### src/rtl/calib_regs_pkg.sv
// constants for the calibration, interrupt-enable, lot code and test registers
package calib_regs_pkg;
    // ----------------------------------------
    // register offsets
    // ----------------------------------------
    localparam logic [7:0] ADDR_CALIB_STATUS = 8'hdc;
    localparam logic [7:0] ADDR_INT_ENABLE   = 8'hdd;
    localparam logic [7:0] ADDR_LOT_LOW      = 8'he6;
    localparam logic [7:0] ADDR_LOT_HIGH     = 8'he7;
    localparam logic [7:0] ADDR_TEST_SETTING = 8'hf2;
    // ----------------------------------------
    // field positions
    // ----------------------------------------
    localparam int BIT_DONE_MIRROR   = 0;
    localparam int BIT_OFFSET_ADJ    = 2;
    localparam int BIT_ZERO_EN       = 2;
    localparam int BIT_CALIB_EN      = 3;
    localparam int BIT_LIGHT_EN      = 4;
    localparam int BIT_PROX_THR_EN   = 5;
    localparam int BIT_PROX_SAT_EN   = 6;
    localparam int BIT_LIGHT_SAT_EN  = 7;
    localparam int NUM_IRQ_SOURCES   = 6;
    // ----------------------------------------
    // reset values
    // ----------------------------------------
    localparam logic [7:0] RST_CALIB_STATUS = 8'h00;
    localparam logic [7:0] RST_INT_ENABLE   = 8'h00;
    localparam logic [7:0] RST_TEST_SETTING = 8'h44;
    // arbitrary neutral lot code, real parts differ per unit
    localparam logic [15:0] LOT_CODE_DEFAULT = 16'h0000;
    // reserved-bit masks: writable fields only
    localparam logic [7:0] MASK_INT_ENABLE  = 8'hfc;
endpackage : calib_regs_pkg

### src/rtl/offset_adjust_flag.sv
// sticky flag for the automatic proximity offset decrement
`timescale 1ns/1ns
module offset_adjust_flag
(
    input  wire logic clk_sys,
    input  wire logic nrst,
    input  wire logic autoOffsetDecrementEnable,
    input  wire logic offsetDecrementEvent,
    input  wire logic clearWrite,
    output logic      offsetAutoDecrementedFlag
);
    logic flag_r;
    logic flag_nxt;

    // ----------------------------------------
    // next state
    // ----------------------------------------
    always_comb
    begin
        flag_nxt = flag_r;
        if (clearWrite || !autoOffsetDecrementEnable)
        begin
            flag_nxt = 1'b0;
        end
        // set wins over a write-one clear in the same cycle
        if (offsetDecrementEvent && autoOffsetDecrementEnable)
        begin
            flag_nxt = 1'b1;
        end
    end

    always_ff @(posedge clk_sys or negedge nrst)
    begin
        if (!nrst)
        begin
            flag_r <= 1'b0;
        end
        else
        begin
            flag_r <= flag_nxt;
        end
    end

    assign offsetAutoDecrementedFlag = flag_r;
endmodule : offset_adjust_flag

### src/rtl/calib_status_irq_enable_regs.sv
// calibration status, interrupt enable, lot code and test setting registers
// ----------------------------------------
// Behaviour
// - an automatic offset decrement while auto adjust is on sets status bit 2.
// - status bit 2 clears on a host write of 1 to it unless a decrement sets it in the same cycle, or when auto adjust is turned off.
// - status bit 0 always reads as the calibration interrupt flag.
// - status bit 0 falls in the same cycle the calibration interrupt flag is cleared.
// - enable bit 7 gates the light saturation interrupt and resets to 0.
// - enable bits 6 and 5 gate prox saturation and prox threshold and reset to 0.
// - enable bit 4 gates the light and colour threshold interrupt and resets to 0.
// - enable bit 3 gates the calibration interrupt and resets to 0.
// - enable bit 2 gates the zero-detect interrupt and resets to 0.
// - two read-only bytes present the factory lot code.
// ----------------------------------------
`timescale 1ns/1ns
module calib_status_irq_enable_regs
#(
    parameter logic [15:0] LOT_CODE = calib_regs_pkg::LOT_CODE_DEFAULT
)
(
    input  wire logic       clk_sys,
    input  wire logic       nrst,
    input  wire logic [7:0] regAddr,
    input  wire logic [7:0] regWdata,
    input  wire logic       regWrite,
    input  wire logic       regRead,
    output logic      [7:0] regRdata,
    input  wire logic       autoOffsetDecrementEnable,
    input  wire logic       offsetDecrementEvent,
    input  wire logic       calibrationIrqFlag,
    input  wire logic       lightSaturationFlag,
    input  wire logic       proxSaturationFlag,
    input  wire logic       proxThresholdFlag,
    input  wire logic       lightColorFlag,
    input  wire logic       zeroDetectFlag,
    output logic      [7:0] interruptEnable,
    output logic      [7:0] testSetting,
    output logic            offsetAutoDecrementedFlag,
    output logic            irqOut
);
    import calib_regs_pkg::*;

    logic [7:0] intEnable_r;
    logic [7:0] intEnable_nxt;
    logic [7:0] test_r;
    logic [7:0] test_nxt;
    logic [7:0] rdata_r;
    logic [7:0] rdata_nxt;
    logic       statusClear;
    logic       irq_r;
    logic       irq_nxt;
    logic [NUM_IRQ_SOURCES-1:0] srcFlags;
    logic [NUM_IRQ_SOURCES-1:0] srcEnables;
    logic [7:0] statusByte;

    // one address compare, shared by every write and clear decode
    function automatic logic hit(input logic [7:0] a, input logic [7:0] target);
        hit = (a == target);
    endfunction : hit

    // ----------------------------------------
    // offset_auto_decremented_flag flag
    // ----------------------------------------
    // write-one clear acts on bit 2 alone, the other status bits ignore writes
    assign statusClear = regWrite && hit(regAddr, ADDR_CALIB_STATUS)
                         && regWdata[BIT_OFFSET_ADJ];

    offset_adjust_flag u_offset_flag
    (
        .clk_sys                   (clk_sys),
        .nrst                      (nrst),
        .autoOffsetDecrementEnable (autoOffsetDecrementEnable),
        .offsetDecrementEvent      (offsetDecrementEvent),
        .clearWrite                (statusClear),
        .offsetAutoDecrementedFlag (offsetAutoDecrementedFlag)
    );

    // ----------------------------------------
    // interrupt enable register
    // ----------------------------------------
    always_comb
    begin
        intEnable_nxt = intEnable_r;
        if (regWrite && hit(regAddr, ADDR_INT_ENABLE))
        begin
            // reserved bits kept at zero even if the host misbehaves
            intEnable_nxt = regWdata & MASK_INT_ENABLE;
        end
    end

    always_ff @(posedge clk_sys or negedge nrst)
    begin
        if (!nrst)
        begin
            intEnable_r <= RST_INT_ENABLE;
        end
        else
        begin
            intEnable_r <= intEnable_nxt;
        end
    end

    // ----------------------------------------
    // test setting register
    // ----------------------------------------
    always_comb
    begin
        test_nxt = test_r;
        // no check of the value: the host owns the working setting
        if (regWrite && hit(regAddr, ADDR_TEST_SETTING))
        begin
            test_nxt = regWdata;
        end
    end

    always_ff @(posedge clk_sys or negedge nrst)
    begin
        if (!nrst)
        begin
            test_r <= RST_TEST_SETTING;
        end
        else
        begin
            test_r <= test_nxt;
        end
    end

    // ----------------------------------------
    // status byte
    // ----------------------------------------
    always_comb
    begin
        statusByte                  = RST_CALIB_STATUS;
        // mirror read live, so it drops with the source flag
        statusByte[BIT_DONE_MIRROR] = calibrationIrqFlag;
        statusByte[BIT_OFFSET_ADJ]  = offsetAutoDecrementedFlag;
    end

    // ----------------------------------------
    // read path
    // ----------------------------------------
    always_comb
    begin
        rdata_nxt = rdata_r;
        if (regRead)
        begin
            unique case (regAddr)
                ADDR_CALIB_STATUS: rdata_nxt = statusByte;
                ADDR_INT_ENABLE:   rdata_nxt = intEnable_r;
                ADDR_LOT_LOW:      rdata_nxt = LOT_CODE[7:0];
                ADDR_LOT_HIGH:     rdata_nxt = LOT_CODE[15:8];
                ADDR_TEST_SETTING: rdata_nxt = test_r;
                // unmapped addresses read as zero
                default:           rdata_nxt = 8'h00;
            endcase
        end
    end

    // ----------------------------------------
    // read data register
    // ----------------------------------------
    // held between reads, so the serial side may fetch it late
    always_ff @(posedge clk_sys or negedge nrst)
    begin
        if (!nrst)
        begin
            rdata_r <= 8'h00;
        end
        else
        begin
            rdata_r <= rdata_nxt;
        end
    end

    // ----------------------------------------
    // interrupt combine
    // ----------------------------------------
    // source i sits under enable bit BIT_ZERO_EN + i
    assign srcFlags = {lightSaturationFlag, proxSaturationFlag, proxThresholdFlag,
                       lightColorFlag, calibrationIrqFlag, zeroDetectFlag};

    for (genvar i = 0; i < NUM_IRQ_SOURCES; i++)
    begin : g_gate
        assign srcEnables[i] = intEnable_r[BIT_ZERO_EN + i];
    end

    // the gating above needs the enable bits as one contiguous run
    if (BIT_ZERO_EN + NUM_IRQ_SOURCES - 1 != BIT_LIGHT_SAT_EN)
    begin : g_bad_map
        $error("interrupt enable map does not match the source count");
    end

    always_comb
    begin
        irq_nxt = |(srcFlags & srcEnables);
    end

    // registered so a glitching source cannot pulse the pin
    always_ff @(posedge clk_sys or negedge nrst)
    begin
        if (!nrst)
        begin
            irq_r <= 1'b0;
        end
        else
        begin
            irq_r <= irq_nxt;
        end
    end

    // ----------------------------------------
    // outputs
    // ----------------------------------------
    assign regRdata        = rdata_r;
    assign irqOut          = irq_r;
    assign interruptEnable = intEnable_r;
    assign testSetting     = test_r;
endmodule : calib_status_irq_enable_regs

### config.mk
export PLATFORM = sky130hd
export DESIGN_NAME = calib_status_irq_enable_regs
export DESIGN_NICKNAME = d
export VERILOG_FILES = /design/src/rtl/calib_regs_pkg.sv /design/src/rtl/offset_adjust_flag.sv /design/src/rtl/calib_status_irq_enable_regs.sv
export SDC_FILE = /design/constraint.sdc
export NUM_CORES = 1
export LEC_CHECK = 0
export BUFFER_PORTS_ARGS = -buffer_cell sky130_fd_sc_hd__clkbuf_2
export CAP_MARGIN = 15
export CORE_ASPECT_RATIO = 0.8
export CORE_MARGIN = 8
export CORE_UTILIZATION = 48
export CTS_CLUSTER_SIZE = 20
export DETAILED_ROUTE_END_ITERATION = 10
export GPL_ROUTABILITY_DRIVEN = 0
export PLACE_DENSITY = 0.92
export SYNTH_ARGS = -nofsm -noshare
export SYNTH_HDL_FRONTEND = slang
export SYNTH_SLANG_ARGS = --single-unit
### constraint.sdc
create_clock -name clk_sys -period 2.3 [get_ports clk_sys]
set_input_delay 0.46 -clock clk_sys [delete_from_list [all_inputs] [get_ports clk_sys]]
set_output_delay 0.46 -clock clk_sys [all_outputs]
set_load 0.005 [all_outputs]
==> results.tsv, run 1 <==
metric	value	unit
portBuffers	51	
grt_pass1_wl	4692	µm
peakVddDrop	0.3218	mV
root_buffer	clkbuf_4	
worstPathRequired	2.50	ns
yosysTopAreaCellShare	49.22	%
tritoncts	yes	
ys_seq_area_share	53.91	%
relSlewSlack	60.99	%
finClkSkew	0.006107	ns
cpPeakStageDelay	0.33	ns
clkSinkCount	24	
yosys_warnings	0	
path_cells	clkbuf_2, nor4b_2, and3_1, nand2_8, mux2_4	
grt_max_degree	25	
critPathKind	primary input to register	
cts_setup_buffers	0	
die_h	59.18	µm
worstSkewPairLatency	0.31	ns
finish.instance_area	1404	µm²
syn_inst	82	
slew_viol_final	0	
period_minus_slack	1.472	ns
grt_overflow	0	
ctsHoldBuffers	0	
outcome	complete, no violations	
layout.nets	163	
mostFrequentLayoutCells	clkbuf_2 (51), dfrtp_1 (22), a22oi_1 (9)	
end_kind	register	
cp_top_family	simple AND/OR/NAND/NOR gates	
finalPower	714.3	µW
grt_pass1_vias	1008	
synth_area	1119	µm²
wl	2836	µm
async_reset_ff_share	100.0	%
min_path_type	primary input to asynchronous set/reset pin	
final_layout_size_suffix_gt1_share	57.14	%
start_kind	primary input	
dpl_cell_area	1381	µm²
cts_buffers	3	
fmax	679.2	MHz
final_common_cell	clkbuf_2	
cp.arrival	1.67	ns
path_buf_inv	1	
finalSetupViolations	0	
cts_buffer_depth	2	
cts.clk_slew.worst_paths	0.12	ns
rsz0062_at_grt	no	
dieWidth	69.97	µm
wl_per_cell	17.95	µm
num_rows	15	
synth_flop_cell	dfrtp_1	
grt_use_total	13.90	%
die_area	4140	µm²
final.period_utilization	64.01	%
yosysTopAreaCell	dfrtp_1	
postSynthAreaPerCell	13.64	µm²
num_antenna_cells	0	
initial_core_util	51.38	%
viasPerCell	5.677	
core-area	2177	µm²
cts_resized	0	
synth_cell_type_count	27	
worst_pin_slew	0.5852	ns
fillCellCount	178	
slowest_stage	nor4b_2	
drc	0	
ys_ff_latch	24	
vias	897	
p_leak	0.0007552	µW
drv_cap	0	
antenna_found_initial	0	
ant_nets	0	
synth_area_leaders	dfrtp_1 (49%), mux2_4 (11%), a22oi_1 (6.0%)	
synth_edf_count	0	
dr.pass1.iters	4	
hold_viol_final	0	
p_per_area	508.8	nW/µm²
htreeDepth	1	
drt_iter0_markers	25	
io_pins	54	
tns	0	ns
crit_fanout	8	
area_growth	25.50	%
final cells by class:
type | instances | area, µm² | share of cell area, %
inverter | 3 | 11.26 | 0.8021
multi-input combinational | 51 | 473.0 | 33.69
tap | 25 | 31.28 | 2.228
timing repair buffer | 52 | 262.8 | 18.72
sequential | 24 | 603.1 | 42.96
clock buffer | 3 | 22.52 | 1.604
where the power goes:
group | internal [µW] | switching, µW | leakage [µW] | total (µW)
sequential | 438 | 12.5 | 0.000324 | 451
clock | 61.2 | 116 | 0.0000138 | 177
combinational | 45.4 | 40.4 | 0.000418 | 85.8
layer usage:
layer	track usage, %	share of wire (%)	vias to the layer above
li1	-	-	416
met1	16.75	45	429
met2	20.03	41	50
met3	9.045	13	2
met4	3.429	0.56	0
met5	0	0	-
worst paths after layout:
path | from | endpoint | slack (ns) | cells after the start
max | regAddr[0] | testSetting[4] | 0.83 | 5
min | nrst | testSetting[1] | 0.12 | 1
max reg2reg | interruptEnable[2] | regRdata[2] | 1.33 | 4
min reg2reg | regRdata[2] | regRdata[2] | 0.51 | 1
max in group asynchronous | nrst | testSetting[7] | 1.79 | 1
min in group clk_sys | autoOffsetDecrementEnable | u_offset_flag.offsetAutoDecrementedFlag | 0.34 | 2
cell usage after synthesis (2+ instances only):
| library cell | instances |
|---|---|
| o2bb2ai_1 | 7 |
| dfrtp_1 | 22 |
| and3_1 | 2 |
| a22oi_1 | 9 |
| buf_4 | 2 |
| dfstp_2 | 2 |
| mux2_4 | 8 |
| mux2_2 | 6 |
| inv_1 | 3 |
| nand3_1 | 3 |
| o21ai_0 | 2 |
kinds of logic (layout without fill, tap and decap cells):
kind of cell           after synthesis  in the layout  share of synthesized area, %
AOI/OAI and AO/OA                   22             22                         14.88
buffers and inverters                8             58                         4.137
DFF                                 24             24                         53.92
muxes                               14             14                         16.78
other                                1              2                        0.3352
and+or+nand+nor                     13             13                         9.955
registers in the layout, summed over array words and instances (netlist names):
name and count:
irqOut 1, u_offset_flag.offsetAutoDecrementedFlag 1, regRdata 8, interruptEnable 6, testSetting 8
metrics by stage:
step	cells	hold WS, ns	util [%]	setup slack (ns)
floorplan	83	0.1644	-	0.7335
CTS	158	0.1390	64.48	0.8277
detailed placement	155	0.4766	63.45	0.5132
finish	158	0.1222	64.48	0.8278
global placement	155	0.4702	63.45	0.5749
global route	158	0.1466	64.48	0.7749
Power figures use the tool's default switching activity.
==> run 2: changes to the inputs <==
ABC_AREA = 1   (was default)
CORE_UTILIZATION = 42   (was 48)
PLACE_DENSITY = 0.84   (was 0.92)
clock period = 1.3 ns   (was 2.3 ns; I/O delays follow)
==> results.tsv, run 2 <==
metric	value	unit	change
grt_use_total	12.09	%	-1.8 points
tns	0	ns	unchanged
async_reset_ff_share	100.0	%	unchanged
cts_setup_buffers	0		unchanged
worst_pin_slew	0.5775	ns	-0.007711 ns
synth_flop_cell	dfrtp_1		
worstPathRequired	1.04	ns	-1.46 ns
yosys_warnings	0		unchanged
antenna_found_initial	0		unchanged
root_buffer	clkbuf_4		
path_cells	clkbuf_2		
cp.arrival	0.99	ns	-0.68 ns
p_leak	0.0008877	µW	+18%
dp_hpwl	2475	µm	
rsz0062_at_grt	no		
grt_overflow	0		unchanged
wl	3016	µm	+6.3%
crit_fanout	3		-5
dr.pass1.iters	4		unchanged
postSynthAreaPerCell	8.273	µm²	-39%
clkSinkCount	24		unchanged
final_common_cell	nand2_1		
fmax	798.1	MHz	
mostFrequentLayoutCells	nand2_1 (56), clkbuf_2 (51), dfrtp_1 (22)		
synth_cell_type_count	22		-19%
drt_iter0_markers	86		+240%
slew_viol_final	0		unchanged
finalSetupViolations	0		unchanged
synthTopCellsByCount	nand2_1 (56), dfrtp_1 (22), o21ai_0 (18)		
period_minus_slack	1.253	ns	
yosysMostFrequentCell	nand2_1		
drv_cap	0		unchanged
p_per_area	872.1	nW/µm²	+71%
initial_core_util	43.98	%	-7.4 points
relSlewSlack	61.50	%	+0.51 points
cts_buffer_depth	2		unchanged
dieWidth	76.16	µm	+8.8%
area_growth	25.31	%	
cts_buffers	3		unchanged
grt_pass1_wl	4981	µm	+6.2%
final.period_utilization	96.39	%	
critPathKind	register to primary output		
cts.clk_slew.worst_paths	0.12	ns	about the same
die_h	64.13	µm	+8.4%
critical_path.startpoint	testSetting[2]		
hold_start	autoOffsetDecrementEnable		
place_inst	233		+50%
peakVddDrop	0.5628	mV	+75%
path_buf_inv	1		unchanged
final_layout_size_suffix_gt1_share	34.50	%	-23 points
wl_per_cell	12.67	µm	-29%
synth_area	1216	µm²	+8.7%
min_path_type	primary input to register		
tritoncts	yes		
r2r-start	testSetting[6]		
ys_ff_latch	24		unchanged
slowest_stage	dfstp_2		
synth_area_leaders	dfrtp_1 (45%), nand2_1 (17%), o21ai_0 (7.4%)		
yosysTopAreaCell	dfrtp_1		
cts_resized	0		unchanged
finClkSkew	0.006730	ns	+0.0006234 ns
layout.nets	229		+40%
num_rows	17		+2
portBuffers	51		unchanged
final_cells	238		+51%
viasPerCell	4.639		-18%
yosysTopAreaCellShare	45.27	%	-3.9 points
ctsHoldBuffers	1		+1
grt_max_degree	25		unchanged
drc	0		unchanged
hold_viol_final	0		unchanged
core-area	2765	µm²	+27%
die_area	4884	µm²	+18%
synth_edf_count	0		unchanged
syn_inst	147		+79%
fillCellCount	264		+48%
ant_nets	0		unchanged
io_pins	54		unchanged
vias	1104		+23%
cpPeakStageDelay	0.57	ns	+0.24 ns
cp_top_family	flip-flops		
end_kind	primary output		
start_kind	register		
htreeDepth	1		unchanged
grt_pass1_vias	1101		+9.2%
ys_seq_area_share	49.59	%	-4.3 points
num_antenna_cells	0		unchanged
outcome	complete, no violations		
worstSkewPairLatency	0.31	ns	about the same
-- run 2: cell count changes after synthesis, moves of 8 or more --
cell     before  now
a22oi_1       9    0
inv_1         3   13
mux2_4        8    0
nand2_1       1   56
o21ai_0       2   18
-- run 2: cell families (layout without fill, tap and decap cells) --
family	after synthesis	after routing	share of synthesized area (%)
AND/OR/NAND/NOR	80	80	32.30
buffers and inverters	19	71	7.509
AO/OA/AOI/OAI	23	23	10.29
flip-flops	24	24	49.59
other	1	2	0.3083
-- run 2: path summary, 6_finish.rpt --
| check | endpoint | slack, ns | depth (start not counted) |
|---|---|---|---|
| max | testSetting[2] | 0.05 | 1 |
| min reg2reg | regRdata[5] | 0.50 | 2 |
| min in group asynchronous | regRdata[1] | 0.46 | 2 |
| max in group asynchronous | testSetting[2] | 0.45 | 2 |
| max reg2reg | regRdata[6] | 0.32 | 4 |
| min | u_offset_flag.offsetAutoDecrementedFlag | 0.12 | 3 |
-- run 2: stage by stage --
step	total power, µW	hold slack (ns)	utilization [%]	setup slack, ns	cell area, µm²
floorplan	902.7	-0.03559	-	0.2988	1220
global placement	1011	0.2796	53.80	0.1280	1488
detailed placement	1017	0.2820	53.80	0.09259	1488
CTS	1350	0.1100	55.11	0.03353	1524
global route	1397	0.1063	55.11	0.01445	1524
finish	1329	0.1185	55.11	0.04698	1524
-- run 2: cell type report --
cell class	count	area, µm²	share of cell area [%]
Timing Repair Buffer	52	265.3	17.41
Inverter	15	56.30	3.695
Multi-Input combinational cell	105	525.5	34.48
Clock buffer	4	26.28	1.724
Sequential cell	24	603.1	39.57
Tap cell	38	47.55	3.120
-- run 2: metal layers --
layer / vias to the layer above / track usage (%) / routed length [µm]
met4: 0 / 0 / 0
met2: 41 / 20.38 / 1398
li1: 572 / - / -
met1: 491 / 15.48 / 1379
met3: 0 / 4.330 / 238
met5: - / 0 / 0
-- run 2: where the power goes --
part	switching, µW	internal, µW
registers	23.4	784
clock network	207	120
logic	115	80.3
==> run 3: changes to the inputs <==
CORE_UTILIZATION = 46   (was 42)
CTS_CLUSTER_DIAMETER = 150   (was default)
PLACE_DENSITY = 0.87   (was 0.84)
clock period = 1.4 ns   (was 1.3 ns; I/O delays follow)
==> results.tsv, run 3 (synthesized netlist as in run 2, its figures left out) <==
metric	value	unit	change
num_rows	16		-1
grt_use_total	14.08	%	+2.0 points
mostFrequentLayoutCells	nand2_1 (56), clkbuf_2 (51), dfrtp_1 (22)		
worst_pin_slew	0.5806	ns	+0.003100 ns
portBuffers	51		unchanged
rsz0062_at_grt	no		
final.period_utilization	91.55	%	
finish.instance_area	1531	µm²	+0.49%
drv_cap	0		unchanged
final_common_cell	nand2_1		
tritoncts	yes		
wl_per_cell	13.14	µm	+3.7%
final_layout_size_suffix_gt1_share	35.00	%	+0.50 points
cp_top_family	flip-flops		
io_pins	54		unchanged
dieWidth	73.49	µm	-3.5%
dpl_cell_area	1485	µm²	-0.17%
cts.clk_slew.worst_paths	0.13	ns	about the same
relSlewSlack	61.29	%	-0.21 points
vias	1186		+7.4%
outcome	complete, no violations		
start_kind	register		
antenna_found_initial	0		unchanged
crit_fanout	3		unchanged
num_antenna_cells	0		unchanged
period_minus_slack	1.282	ns	
cts_buffer_depth	2		unchanged
p_per_area	844.5	nW/µm²	-3.2%
die_h	61.99	µm	-3.3%
ant_nets	0		unchanged
wl_met2	1482	µm	+6.0%
viasPerCell	5.025		+8.3%
worstPathRequired	1.12	ns	+0.08 ns
grt_pass1_wl	5043	µm	+1.2%
peakVddDrop	0.5641	mV	+0.24%
path_cells	clkbuf_2		
grt_pass1_vias	1162		+5.5%
htreeDepth	1		unchanged
slowest_stage	dfstp_2		
core-area	2482	µm²	-10%
tns	0	ns	unchanged
cts_setup_buffers	0		unchanged
finClkSkew	0.01144	ns	+0.004705 ns
cp.arrival	1.00	ns	about the same
dr.pass1.iters	4		unchanged
layout.nets	229		unchanged
wl	3101	µm	+2.8%
grt_overflow	0		unchanged
critPathKind	register to primary output		
end_kind	primary output		
die_area	4555	µm²	-6.7%
p_leak	0.0008937	µW	+0.68%
initial_core_util	48.99	%	+5.0 points
area_growth	25.93	%	
fmax	780.2	MHz	
drc	0		unchanged
wl_met3	280	µm	+18%
cts_buffers	3		unchanged
grt_max_degree	25		unchanged
slew_viol_final	0		unchanged
dp_hpwl	2549	µm	+3.0%
clkSinkCount	24		unchanged
worstSkewPairLatency	0.32	ns	about the same
root_buffer	clkbuf_4		
path_buf_inv	1		unchanged
drt_iter0_markers	66		-23%
hold_viol_final	0		unchanged
wirelength_met1	1305	µm	-5.4%
cpPeakStageDelay	0.57	ns	about the same
finalPower	1293	µW	-2.7%
top_layer	met4		
finalSetupViolations	0		unchanged
min_path_type	primary input to register		
-- run 3: changes by cell type in the layout (fill, tap and decap cells not counted) --
cell	before	now
clkbuf_1	1	0
clkbuf_8	0	1
-- run 3: cell type report --
type / count / area [µm²]
clock buffers: 4 / 36.28
fillers: 239 / 950.9
inverters: 15 / 56.30
multi-input cells: 105 / 525.5
flip-flops and latches: 24 / 603.1
well taps: 36 / 45.04
repair buffers: 52 / 265.3
-- run 3: per-stage QoR --
step	worst slack [ns]	instances	util [%]	hold slack, ns
finish	0.1183	236	61.69	0.1464
global route	0.07810	236	61.69	0.1426
CTS	0.1198	236	61.69	0.1475
detailed placement	0.1457	231	59.83	0.3023
global placement	0.1868	231	59.83	0.2998
floorplan	0.3788	148	-	-0.01559
-- run 3: worst paths after layout --
check                                          start                                      end  slack, ns  cells past startpoint
min in group asynchronous                       nrst                       interruptEnable[2]       0.49                      2
min                        autoOffsetDecrementEnable  u_offset_flag.offsetAutoDecrementedFlag       0.15                      3
max reg2reg                           testSetting[6]                              regRdata[6]       0.41                      4
min reg2reg                              regRdata[3]                              regRdata[3]       0.50                      2
max                                   testSetting[2]                           testSetting[2]       0.12                      1
max in group asynchronous                       nrst                              regRdata[1]       0.52                      2
-- run 3: report_power, final --
group	switching [µW]	leakage (µW)	internal [µW]
registers	23.6	0.000295	728
clock network	203	0.0000210	159
logic	106	0.000577	74.4
-- run 3: timing repair --
item,4_1_cts,5_1_grt
hold buffers,1,0
hold endpoints to repair,22,0
resized for setup,0,0
-- run 3: layer usage --
layer,vias up,global-route usage [%]
met5,-,0
met4,0,2.550
met3,6,5.449
met2,46,23.30
met1,565,17.24
li1,569,-
